--- config.mk ---
export PLATFORM = sky130hd
export DESIGN_NAME = channel_clock_divider
export DESIGN_NICKNAME = d
export VERILOG_FILES = /design/src/hdl/channel_clock_divider_pkg.sv /design/src/hdl/channel_clock_divider.sv
export VERILOG_INCLUDE_DIRS = /design/src /design/src/hdl
export SDC_FILE = /design/constraint.sdc
export NUM_CORES = 1
export LEC_CHECK = 0
export BUFFER_PORTS_ARGS = -buffer_cell sky130_fd_sc_hd__buf_2
export CELL_PAD_IN_SITES_DETAIL_PLACEMENT = 0
export CELL_PAD_IN_SITES_GLOBAL_PLACEMENT = 1
export CORE_MARGIN = 2
export CORE_UTILIZATION = 45
export CTS_CLUSTER_SIZE = 16
export DETAILED_ROUTE_END_ITERATION = 8
export PLACE_DENSITY = 0.86
export SYNTH_ARGS = -nofsm -noshare
export SYNTH_HDL_FRONTEND = slang
export SYNTH_SLANG_ARGS = --single-unit
--- constraint.sdc ---
create_clock -name i_ref_clk -period 5.4 [get_ports i_ref_clk]
set_clock_uncertainty 0.2 [all_clocks]
set_input_delay 0.81 -clock i_ref_clk [delete_from_list [all_inputs] [get_ports i_ref_clk]]
set_output_delay 0.81 -clock i_ref_clk [all_outputs]
set_load 0.01 [all_outputs]
--- src/hdl/channel_clock_divider_params.svh ---
// Purpose: constants of the channel clock divider
// Assumes: register index = printed offset, byte address = 4 * index
// Notes:   definitions only
`ifndef CHANNEL_CLOCK_DIVIDER_PARAMS_SVH
`define CHANNEL_CLOCK_DIVIDER_PARAMS_SVH

// ----------------------------------------
// register indices
// ----------------------------------------
`define IDX_DIVIDER_ONE_CYCLE_COUNTS 9'h093
`define IDX_DIVIDER_ONE_PHASE 9'h094
`define IDX_CHANNEL_ONE_POWER_DUTY 9'h095
`define IDX_DIVIDER_TWO_CYCLE_COUNTS 9'h096
`define IDX_DIVIDER_TWO_BYPASS_CTRL 9'h097
`define IDX_DIVIDER_TWO_SYNC_PHASE 9'h197
`define IDX_CHANNEL_TWO_POWER_DUTY 9'h198
`define IDX_DIVIDER_THREE_CYCLE_COUNTS 9'h199
`define IDX_DIVIDER_THREE_BYPASS_CTRL 9'h19a
`define IDX_CHANNEL_THREE_POWER_DUTY 9'h19b
`define IDX_DIVIDER_STATUS 9'h1f0

// ----------------------------------------
// field positions
// ----------------------------------------
`define F_LOW_MSB 7
`define F_LOW_LSB 4
`define F_HIGH_MSB 3
`define F_HIGH_LSB 0
`define F_BYPASS 7
`define F_IGNORE_SYNC 6
`define F_FORCE_HIGH 5
`define F_START_HIGH 4
`define F_PHASE_MSB 3
`define F_PHASE_LSB 0
`define F_POWER_DOWN 2
`define F_DCC_OFF 0
`define PWR_MASK 8'h05

// ----------------------------------------
// reset values
// ----------------------------------------
`define RST_DIVIDER_ONE_COUNTS 8'h33
`define RST_DIVIDER_TWO_COUNTS 8'h11
`define RST_DIVIDER_THREE_COUNTS 8'h00
`define RST_CTRL 8'h00
`define RST_POWER_DUTY 8'h00

// ----------------------------------------
// output pair numbering
// ----------------------------------------
`define CHANNEL_ONE_FIRST_PAIR 3
`define CHANNEL_TWO_FIRST_PAIR 6
`define PAIRS_PER_CHANNEL 3
`define NUM_CHANNELS 3

`endif

--- src/hdl/channel_clock_divider_pkg.sv ---
// Purpose: types of the channel clock divider
// Assumes: constants live in channel_clock_divider_params.svh
// Notes:   types only
package channel_clock_divider_pkg;

    // divider sequencing states
    typedef enum logic [1:0] {
        DIV_RUN = 2'b00,
        DIV_HOLD = 2'b01,
        DIV_DELAY = 2'b10
    } div_state_t;

    // per-channel settings as the divider sees them
    typedef struct packed {
        logic bypass;
        logic ignore_sync;
        logic force_high;
        logic start_high;
        logic [3:0] phase;
        logic [3:0] low_cnt;
        logic [3:0] high_cnt;
        logic power_down;
        logic dcc_off;
    } chan_cfg_t;

endpackage

--- src/hdl/channel_clock_divider.sv ---
// Purpose: three output clock channel dividers with AHB-Lite register access
// Assumes: i_ref_clk is the divider input clock; i_sync_b and i_dist_in are synchronous
// Notes:   bypass output is a registered copy of i_dist_in, one cycle late
`timescale 1ns/1ps
`include "channel_clock_divider_params.svh"

// How it works
// - each divider stays low for the low-count field plus one input cycles.
// - each divider stays high for the high-count field plus one input cycles.
// - the second divider resets with both counts at 1, two cycles low and two high.
// - the third divider resets with both counts at 0, one cycle low and one high.
// - bypass set stops the divider and passes the input through; clear uses the divider.
// - ignore-sync clear obeys the chip sync signal; set disregards it.
// - with ignore-sync set the output is held static at the force level, low by default.
// - the force level has no effect while the divider is bypassed.
// - start-polarity picks whether the divided clock begins low or high.
// - each divider has a four-bit phase offset that resets to zero.
// - channel power-down puts all three output pairs of the channel in high impedance.
// - channel one acts on pairs 3 to 5 and channel two on pairs 6 to 8.
// - duty-cycle correction is on while its disable bit is clear and the channel is neither bypassed nor powered down; off when set.
module channel_clock_divider (
    // clock and reset
    input wire logic i_ref_clk,
    input wire logic i_rst_b,
    // ahb-lite slave
    input wire logic i_hsel,
    input wire logic [31:0] i_haddr,
    input wire logic [1:0] i_htrans,
    input wire logic i_hwrite,
    input wire logic [2:0] i_hsize,
    input wire logic [31:0] i_hwdata,
    input wire logic i_hready,
    output logic [31:0] o_hrdata,
    output logic o_hreadyout,
    output logic o_hresp,
    // chip-level sync and distribution input
    input wire logic i_sync_b,
    input wire logic i_dist_in,
    // output pairs, bit 0 is pair 3
    output logic [8:0] o_pair_clk,
    output logic [8:0] o_pair_en,
    // duty-cycle correction enables per channel
    output logic [2:0] o_dcc_on
);

    // ----------------------------------------
    // register map tables
    // ----------------------------------------
    localparam int NCH = `NUM_CHANNELS;
    localparam logic [8:0] CNT_IDX [NCH] = '{`IDX_DIVIDER_ONE_CYCLE_COUNTS,
        `IDX_DIVIDER_TWO_CYCLE_COUNTS, `IDX_DIVIDER_THREE_CYCLE_COUNTS};
    localparam logic [8:0] BYP_IDX [NCH] = '{`IDX_DIVIDER_ONE_PHASE,
        `IDX_DIVIDER_TWO_BYPASS_CTRL, `IDX_DIVIDER_THREE_BYPASS_CTRL};
    localparam logic [8:0] CTL_IDX [NCH] = '{`IDX_DIVIDER_ONE_PHASE,
        `IDX_DIVIDER_TWO_SYNC_PHASE, `IDX_DIVIDER_THREE_BYPASS_CTRL};
    localparam logic [8:0] PWR_IDX [NCH] = '{`IDX_CHANNEL_ONE_POWER_DUTY,
        `IDX_CHANNEL_TWO_POWER_DUTY, `IDX_CHANNEL_THREE_POWER_DUTY};
    localparam logic [7:0] CNT_RST [NCH] = '{`RST_DIVIDER_ONE_COUNTS,
        `RST_DIVIDER_TWO_COUNTS, `RST_DIVIDER_THREE_COUNTS};

    // ----------------------------------------
    // bus state
    // ----------------------------------------
    logic wr_pend_q;
    logic rd_pend_q;
    logic [29:0] addr_q;
    logic [7:0] counts_q [NCH];
    logic [7:0] ctrl_q [NCH];
    logic [7:0] pwr_q [NCH];
    logic sync_prev_q;
    logic [2:0] level_q;
    logic [2:0] delaying_q;
    logic [7:0] rd_d;
    logic addr_ok;
    logic [8:0] idx;
    logic xfer;
    logic release_ev;
    channel_clock_divider_pkg::chan_cfg_t cfg [NCH];

    // a transfer is taken when the bus is ready and the slot is a real one
    assign xfer = i_hsel && i_hready && i_htrans[1];
    // upper address bits must be zero so aliases do not hit the map
    assign addr_ok = (addr_q[29:9] == 21'h000000);
    assign idx = addr_q[8:0];

    // ----------------------------------------
    // ahb-lite address and data phases
    // ----------------------------------------
    // capture the address phase; reads get one wait state
    always_ff @(posedge i_ref_clk)
    begin
        if (!i_rst_b)
        begin
            wr_pend_q <= 1'b0;
            rd_pend_q <= 1'b0;
            addr_q <= 30'h00000000;
        end
        else
        begin
            wr_pend_q <= xfer && i_hwrite;
            rd_pend_q <= xfer && !i_hwrite;
            if (xfer)
            begin
                addr_q <= i_haddr[31:2];
            end
        end
    end

    // ready drops for the read data phase only; response is always okay
    always_ff @(posedge i_ref_clk)
    begin
        if (!i_rst_b)
        begin
            o_hreadyout <= 1'b1;
            o_hresp <= 1'b0;
        end
        else
        begin
            o_hreadyout <= !(xfer && !i_hwrite);
            o_hresp <= 1'b0;
        end
    end

    // read mux; evaluated a cycle after the address phase so a write
    // in the preceding data phase is already visible
    always_comb
    begin
        rd_d = 8'h00;
        if (addr_ok)
        begin
            for (int c = 0; c < NCH; c++)
            begin
                if (idx == CNT_IDX[c])
                begin
                    rd_d = rd_d | counts_q[c];
                end
                if (idx == CTL_IDX[c])
                begin
                    rd_d = rd_d | {1'b0, ctrl_q[c][6:0]};
                end
                if (idx == BYP_IDX[c])
                begin
                    rd_d = rd_d | {ctrl_q[c][7], 7'h00};
                end
                if (idx == PWR_IDX[c])
                begin
                    rd_d = rd_d | pwr_q[c];
                end
            end
            if (idx == `IDX_DIVIDER_STATUS)
            begin
                rd_d = {2'h0, delaying_q, level_q};
            end
        end
    end

    // read data held until the next read
    always_ff @(posedge i_ref_clk)
    begin
        if (!i_rst_b)
        begin
            o_hrdata <= 32'h00000000;
        end
        else if (rd_pend_q)
        begin
            o_hrdata <= {24'h000000, rd_d};
        end
    end

    // ----------------------------------------
    // configuration registers
    // ----------------------------------------
    // writes land in the data phase; unmapped writes are dropped
    always_ff @(posedge i_ref_clk)
    begin
        if (!i_rst_b)
        begin
            for (int c = 0; c < NCH; c++)
            begin
                counts_q[c] <= CNT_RST[c];
                ctrl_q[c] <= `RST_CTRL;
                pwr_q[c] <= `RST_POWER_DUTY;
            end
        end
        else if (wr_pend_q && addr_ok)
        begin
            for (int c = 0; c < NCH; c++)
            begin
                if (idx == CNT_IDX[c])
                begin
                    counts_q[c] <= i_hwdata[7:0];
                end
                if (idx == CTL_IDX[c])
                begin
                    ctrl_q[c][6:0] <= i_hwdata[6:0];
                end
                if (idx == BYP_IDX[c])
                begin
                    ctrl_q[c][7] <= i_hwdata[7];
                end
                if (idx == PWR_IDX[c])
                begin
                    pwr_q[c] <= i_hwdata[7:0] & `PWR_MASK;
                end
            end
        end
    end

    // sync release is the rising edge of the active-low chip sync
    always_ff @(posedge i_ref_clk)
    begin
        if (!i_rst_b)
        begin
            sync_prev_q <= 1'b1;
        end
        else
        begin
            sync_prev_q <= i_sync_b;
        end
    end

    assign release_ev = i_sync_b && !sync_prev_q;

    // ----------------------------------------
    // per-channel dividers
    // ----------------------------------------
    for (genvar c = 0; c < NCH; c++)
    begin : g_ch
        channel_clock_divider_pkg::div_state_t state_q;
        logic [4:0] cnt_q;
        logic [3:0] limit;
        logic obey;
        logic static_on;
        logic out_lvl;

        // unpack register fields into the settings record
        assign cfg[c].bypass = ctrl_q[c][`F_BYPASS];
        assign cfg[c].ignore_sync = ctrl_q[c][`F_IGNORE_SYNC];
        assign cfg[c].force_high = ctrl_q[c][`F_FORCE_HIGH];
        assign cfg[c].start_high = ctrl_q[c][`F_START_HIGH];
        assign cfg[c].phase = ctrl_q[c][`F_PHASE_MSB:`F_PHASE_LSB];
        assign cfg[c].low_cnt = counts_q[c][`F_LOW_MSB:`F_LOW_LSB];
        assign cfg[c].high_cnt = counts_q[c][`F_HIGH_MSB:`F_HIGH_LSB];
        assign cfg[c].power_down = pwr_q[c][`F_POWER_DOWN];
        assign cfg[c].dcc_off = pwr_q[c][`F_DCC_OFF];

        // a phase lasts its field plus one cycles, so low plus high make the period
        assign limit = level_q[c] ? cfg[c].high_cnt : cfg[c].low_cnt;
        assign obey = !cfg[c].ignore_sync;

        // sequencer: hold during sync, wait out the phase offset, then run
        always_ff @(posedge i_ref_clk)
        begin
            if (!i_rst_b)
            begin
                state_q <= channel_clock_divider_pkg::DIV_RUN;
                cnt_q <= 5'h00;
                level_q[c] <= 1'b0;
            end
            else if (cfg[c].bypass)
            begin
                // divider parked while bypassed so it restarts cleanly
                state_q <= channel_clock_divider_pkg::DIV_HOLD;
                cnt_q <= 5'h00;
                level_q[c] <= cfg[c].start_high;
            end
            else if (obey && !i_sync_b)
            begin
                state_q <= channel_clock_divider_pkg::DIV_HOLD;
                cnt_q <= 5'h00;
                level_q[c] <= cfg[c].start_high;
            end
            else
            begin
                unique case (state_q)
                    channel_clock_divider_pkg::DIV_HOLD:
                    begin
                        if (cfg[c].phase == 4'h0 || !release_ev)
                        begin
                            state_q <= channel_clock_divider_pkg::DIV_RUN;
                            cnt_q <= 5'h00;
                        end
                        else
                        begin
                            // first edge shifted by the offset in input cycles
                            state_q <= channel_clock_divider_pkg::DIV_DELAY;
                            cnt_q <= {1'b0, cfg[c].phase} - 5'h01;
                        end
                        level_q[c] <= cfg[c].start_high;
                    end
                    channel_clock_divider_pkg::DIV_DELAY:
                    begin
                        if (cnt_q == 5'h00)
                        begin
                            state_q <= channel_clock_divider_pkg::DIV_RUN;
                        end
                        else
                        begin
                            cnt_q <= cnt_q - 5'h01;
                        end
                    end
                    channel_clock_divider_pkg::DIV_RUN:
                    begin
                        if (cnt_q[3:0] == limit)
                        begin
                            cnt_q <= 5'h00;
                            level_q[c] <= !level_q[c];
                        end
                        else
                        begin
                            cnt_q <= cnt_q + 5'h01;
                        end
                    end
                    default:
                    begin
                        state_q <= channel_clock_divider_pkg::DIV_HOLD;
                        cnt_q <= 5'h00;
                    end
                endcase
            end
        end

        // phase-offset wait is visible in the status register
        always_ff @(posedge i_ref_clk)
        begin
            if (!i_rst_b)
            begin
                delaying_q[c] <= 1'b0;
            end
            else
            begin
                delaying_q[c] <= (state_q == channel_clock_divider_pkg::DIV_DELAY);
            end
        end

        // output select: bypass wins over force, force needs ignore-sync
        assign static_on = cfg[c].ignore_sync && !cfg[c].bypass;
        assign out_lvl = cfg[c].bypass ? i_dist_in :
            (static_on ? cfg[c].force_high : level_q[c]);

        // three pairs per channel; power-down releases all three to high impedance
        for (genvar p = 0; p < `PAIRS_PER_CHANNEL; p++)
        begin : g_pair
            always_ff @(posedge i_ref_clk)
            begin
                if (!i_rst_b)
                begin
                    o_pair_clk[c * `PAIRS_PER_CHANNEL + p] <= 1'b0;
                    o_pair_en[c * `PAIRS_PER_CHANNEL + p] <= 1'b0;
                end
                else
                begin
                    o_pair_clk[c * `PAIRS_PER_CHANNEL + p] <= out_lvl && !cfg[c].power_down;
                    o_pair_en[c * `PAIRS_PER_CHANNEL + p] <= !cfg[c].power_down;
                end
            end
        end

        // correction is meaningless in bypass or power-down, so it is dropped there
        always_ff @(posedge i_ref_clk)
        begin
            if (!i_rst_b)
            begin
                o_dcc_on[c] <= 1'b0;
            end
            else
            begin
                o_dcc_on[c] <= !cfg[c].dcc_off && !cfg[c].bypass && !cfg[c].power_down;
            end
        end
    end

endmodule

Word level (Yosys, flattened, before mapping)
Memories as Yosys holds them, arrays and structs flattened.
Cells that the tools add are included.
- bits in writable memories: 54
- output and inout port bits: 55
- bits in latches: 0
- flip-flop bits (word level): 78
- logic and storage cells: 299
- memories kept: 3
- input port bits: 76
- ROM bits: 0
- memories (name ; words ; width ; read ports ; clocked after Yosys merged registers in ; write ports ; RTL line ; source):
    counts_q ; 3 ; 8 ; 3 ; 0 ; 3 ; channel_clock_divider.sv:67 ; logic [7:0] counts_q [NCH];
    ctrl_q ; 3 ; 8 ; 3 ; 0 ; 3 ; channel_clock_divider.sv:68 ; logic [7:0] ctrl_q [NCH];
    pwr_q ; 3 ; 2 ; 3 ; 0 ; 3 ; channel_clock_divider.sv:69 ; logic [7:0] pwr_q [NCH];
- div/mod/pow operators: 0
- bitwise logic cells: 27
- $add $sub $neg: 9
- shift-type cells: 0
- equal/unequal tests: 35
- multipliers: 0
- reductions and logical operators: 69
- magnitude comparators: 0
- mux-type cells: 126
- operators with widths (cell ; number):
    $mux W8 ; 28
    $mux W1 ; 65
    $or A8 B8 Y8 ; 8
    $eq A9 B9 Y1 const B ; 6
    $eq A9 B8 Y1 const B ; 5
    $mux W5 ; 9
    $pmux W5 S3 ; 3
    $ne A4 B4 Y1 const B ; 6
    $or A8 B7 Y8 ; 3
    $logic_and A1 B1 Y1 ; 21
    $logic_not A21 Y1 ; 1
    $mux W7 ; 3
    $logic_not A1 Y1 ; 20
    $mux W2 ; 9
    $pmux W2 S3 ; 3
    $reduce_and A2 Y1 ; 9
    $add A5 B1 Y5 const B ; 3
    $logic_not A5 Y1 ; 3
    $sub A4 B1 Y5 const B ; 3
    $sub A5 B1 Y5 const B ; 3
    $eq A4 B4 Y1 ; 3
    $logic_not A4 Y1 ; 3
    $mux W4 ; 3
    $ne A2 B2 Y1 const B ; 6
    other kinds (10) ; 40

Depth between registers and ports, before layout
- depth in word-level cells: 37
- mapped depth: 8

Least setup slack after synthesis
OpenSTA, ideal clock, no wires.
- kind: reg-to-reg
- from: register addr_q[29]
- to: memory counts_q[0][0], enable pin
- data arrival time: 2.072 ns
- required time: 4.813 ns
- slack: 2.741 ns
- cell stages (with the launch flop): 5
- clock period less this slack: 2.659 ns
- setup time: 0.387 ns
- cell sequence: dfxtp_1 or4_4 nor4_4 nand4_1 o31ai_1
- RTL lines (item ; RTL line ; source):
    start, declared ; channel_clock_divider.sv:66 ; logic [29:0] addr_q;
    start signal, assigned ; channel_clock_divider.sv:104 ; addr_q <= i_haddr[31:2];
    end, declared ; channel_clock_divider.sv:67 ;

==> results.json <==
{
  "drv_cap": 0,
  "overflow": 0,
  "vias": 5539,
  "synth_warnings": 0,
  "slowest_stage": "dfxtp_1",
  "switching_share_pct": 23.1,
  "final_nets": 883,
  "fillers": 1381,
  "power_frac_seq_pct": 42.6,
  "tritoncts": "done",
  "status": "finished clean",
  "synth_area_sq_mm": 0.00695,
  "cts_max_path_buffers": 2,
  "final_common_cell": "nand2_1",
  "worstPathArrival_ps": 3540,
  "worstReg2RegStart": "addr_q[1]",
  "hold_start": "addr_q[15]",
  "first_global_vias": 5351,
  "slew_violations": 0,
  "crit_buf_inv": 0,
  "worstReg2RegEnd": "counts_q[0][12]",
  "postCtsSetupRepairBufs": 0,
  "max_stage_delay_ps": 770,
  "hold_depth": 2,
  "track_usage_pct": 22.3,
  "min_to": "addr_q[15]",
  "path_class": "flop to flop",
  "synth_top_area_cell": "edfxtp_1",
  "post-route-util_pct": 52.4,
  "r2r_setup_slack_ps": 1800,
  "ys.flop_type": "dfxtp_1",
  "start_util_pct": 45.9,
  "row_count": 45,
  "core_area_sq_mm": 0.0151,
  "yosysUniqueCellTypes": 63,
  "drt_wl_total_um": 17500,
  "cp_max_fo": 18,
  "intPower_mw": 1.99,
  "layout-drive-gt1-share_pct": 16.2,
  "final-hold-violation-count": 0,
  "post_cts_hold_buffer_count": 0,
  "final_cell_area_sq_mm": 0.00794,
  "drc": 0,
  "start_kind": "flop",
  "fmax_mhz": 278,
  "dieHeight_um": 128,
  "htreeDepth": 4,
  "area_growth_pct": 14.2,
  "setup_viol": 0,
  "cp.required_ps": 5340,
  "routedWlPerCell_um": 17.8,
  "synthArstFlopShare_pct": 0,
  "viasPerCell": 5.64,
  "die_w_um": 128,
  "cts.sinks": 132,
  "clock_latency_ps": 420,
  "fin_crit_sh_pct": 66.7,
  "timing.setup.tns_ps": 0,
  "combPwrFrac_pct": 7.6,
  "reg2reg_depth": 5,
  "syn_inst": 733,
  "path_delay_family": "simple AND/OR/NAND/NOR gates",
  "period_needed_ps": 3600,
  "clock_power_share_pct": 49.7,
  "rsz0062_at_grt": "false",
  "crit_path_end_kind": "flop",
  "grt_pass1_wl_um": 27900,
  "finalPower_mw": 2.58,
  "cts_resized": 0,
  "synthDominantCellAreaShare_pct": 23.3,
  "tightest_slew_ps": 1350,
  "ios": 131,
  "irDropWorstVdd_mv": 0.249,
  "dpl-instance-area_sq_mm": 0.00725,
  "die_area_sq_mm": 0.0165,
  "synth_edf_count": 54,
  "place.port_buffers": 75,
  "power_leakage_nw": 3.17,
  "antenna_left": 0,
  "dr.first_iter.drc_count": 438,
  "grt_max_degree": 32,
  "place_hpwl_um": 13000,
  "synthTopCellsByArea": "edfxtp_1 (23%), dfxtp_1 (22%), nand2_1 (5.4%)",
  "path_cells": "nor2b_1 -> nor4b_1 -> a221oi_1 -> nor3_2 -> nand2b_1",
  "cts_buffers": 17,
  "final_cell_mix": "nand2_1 (100), dfxtp_1 (78), buf_2 (75)",
  "cts-root-buf": "clkbuf_16",
  "antenna_found_initial": 0,
  "max-slew-margin-rel_pct": 9.36,
  "diodes": 0,
  "ys_ff_latch": 132,
  "dr.pass1.iters": 5,
  "p_sw_mw": 0.597,
  "hp-class": "flop to flop",
  "path_clk_slew_ps": 60,
  "synth.avg_cell_area_sq_um": 9.48,
  "seq_area_frac_synth_pct": 45.8,
  "powerDensity_mw_per_mm2": 325,
  "gp_congestion": 0.907
}
## cell families after synthesis
kind of cell,synth area share [%]
AO/OA/AOI/OAI,14.6
XOR/XNOR,4.28
adder cells (fa/ha/maj),4.68
buffers and inverters,7.90
flip-flops,45.8
multiplexers,3.91
other,0.0539
AND/OR/NAND/NOR,18.8
## through the flow
stage / cells / hold WS, ps / worst slack (ps)
after detailed placement: 950 / 245 / 1980
after floorplan: 757 / 215 / 2740
after global placement: 950 / 240 / 2100
final: 982 / 255 / 1800
after global routing: 982 / 272 / 1580
after CTS: 982 / 253 / 1960
## area by class of cell
| type | count | area (sq um) | share of cell area [%] |
|---|---|---|---|
| multi-input cells | 518 | 3310 | 41.7 |
| inverters | 34 | 128 | 1.61 |
| flip-flops and latches | 132 | 3180 | 40.1 |
| well taps | 188 | 235 | 2.96 |
| clock buffers | 26 | 618 | 7.79 |
| repair buffers | 78 | 398 | 5.01 |
| clock inverters | 6 | 66.3 | 0.835 |
## worst register-to-register path, delay by kind of cell (launching register included)
family / cells / cell delay (ps)
simple gates: 4 / 2190
flops: 1 / 770
compound gates: 1 / 150
## power by group through the flow
stage,logic [mW],registers [mW],clock network [mW]
after detailed placement,0.194,1.12,0
after CTS,0.196,1.10,1.29
after global placement,0.189,1.12,0
after global routing,0.220,1.11,1.34
final,0.197,1.10,1.28
after floorplan,0.160,1.10,0
## synthesized netlist by cell type (all sizes together), types with 4 or more instances
library cell / count
a311oi: 6
mux2i: 17
o21ai: 19
buf: 48
xnor2: 18
edfxtp: 54
a22oi: 6
dfxtp: 78
nand3: 18
inv: 34
clkbuf: 25
a21o: 4
nand2: 100
a211oi: 4
nor3: 17
nor2: 49
a221oi: 6
nor2b: 9
nor4b: 4
ha: 26
xor2: 16
a21oi: 47
o21a: 9
and3: 6
and2: 22
a222oi: 5
nand2b: 11
a22o: 12
nand4: 6
mux2: 5
and4: 4
nor4: 8
## flip-flops by register name, summed over array words and instances (netlist names)
| register | flops |
|---|---|
| delaying_q | 3 |
| wr_pend_q | 1 |
| o_pair_clk | 3 |
| o_pair_en | 3 |
| o_dcc_on | 3 |
| level_q | 3 |
| rd_pend_q | 1 |
| o_hreadyout | 1 |
| ctrl_q | 24 |
| g_ch.state_q | 6 |
| counts_q | 24 |
| pwr_q | 6 |
| o_hrdata | 8 |
| addr_q | 30 |
| g_ch.cnt_q | 15 |
| sync_prev_q | 1 |
## worst max path at each step
stage / from / to / slack [ps] / depth (start not counted)
finish: addr_q[1] / counts_q[0][12] / 1800 / 5
global route: addr_q[1] / counts_q[0][8] / 1580 / 5
CTS: addr_q[1] / counts_q[0][12] / 1960 / 5
detailed placement: addr_q[1] / counts_q[0][0] / 1980 / 5
global placement: addr_q[1] / ctrl_q[1][0] / 2100 / 4
floorplan: addr_q[29] / counts_q[0][0] / 2740 / 4
## per-layer routing
metal | vias up | track usage [%] | share of wire [%]
li1 | 2626 | - | -
met1 | 2622 | 27.6 | 41
met2 | 241 | 36.1 | 48
met3 | 50 | 5.72 | 7.8
met4 | 0 | 10.9 | 3.6
met5 | - | 0 | 0
Note: power is estimated with default switching activity, not from simulation.
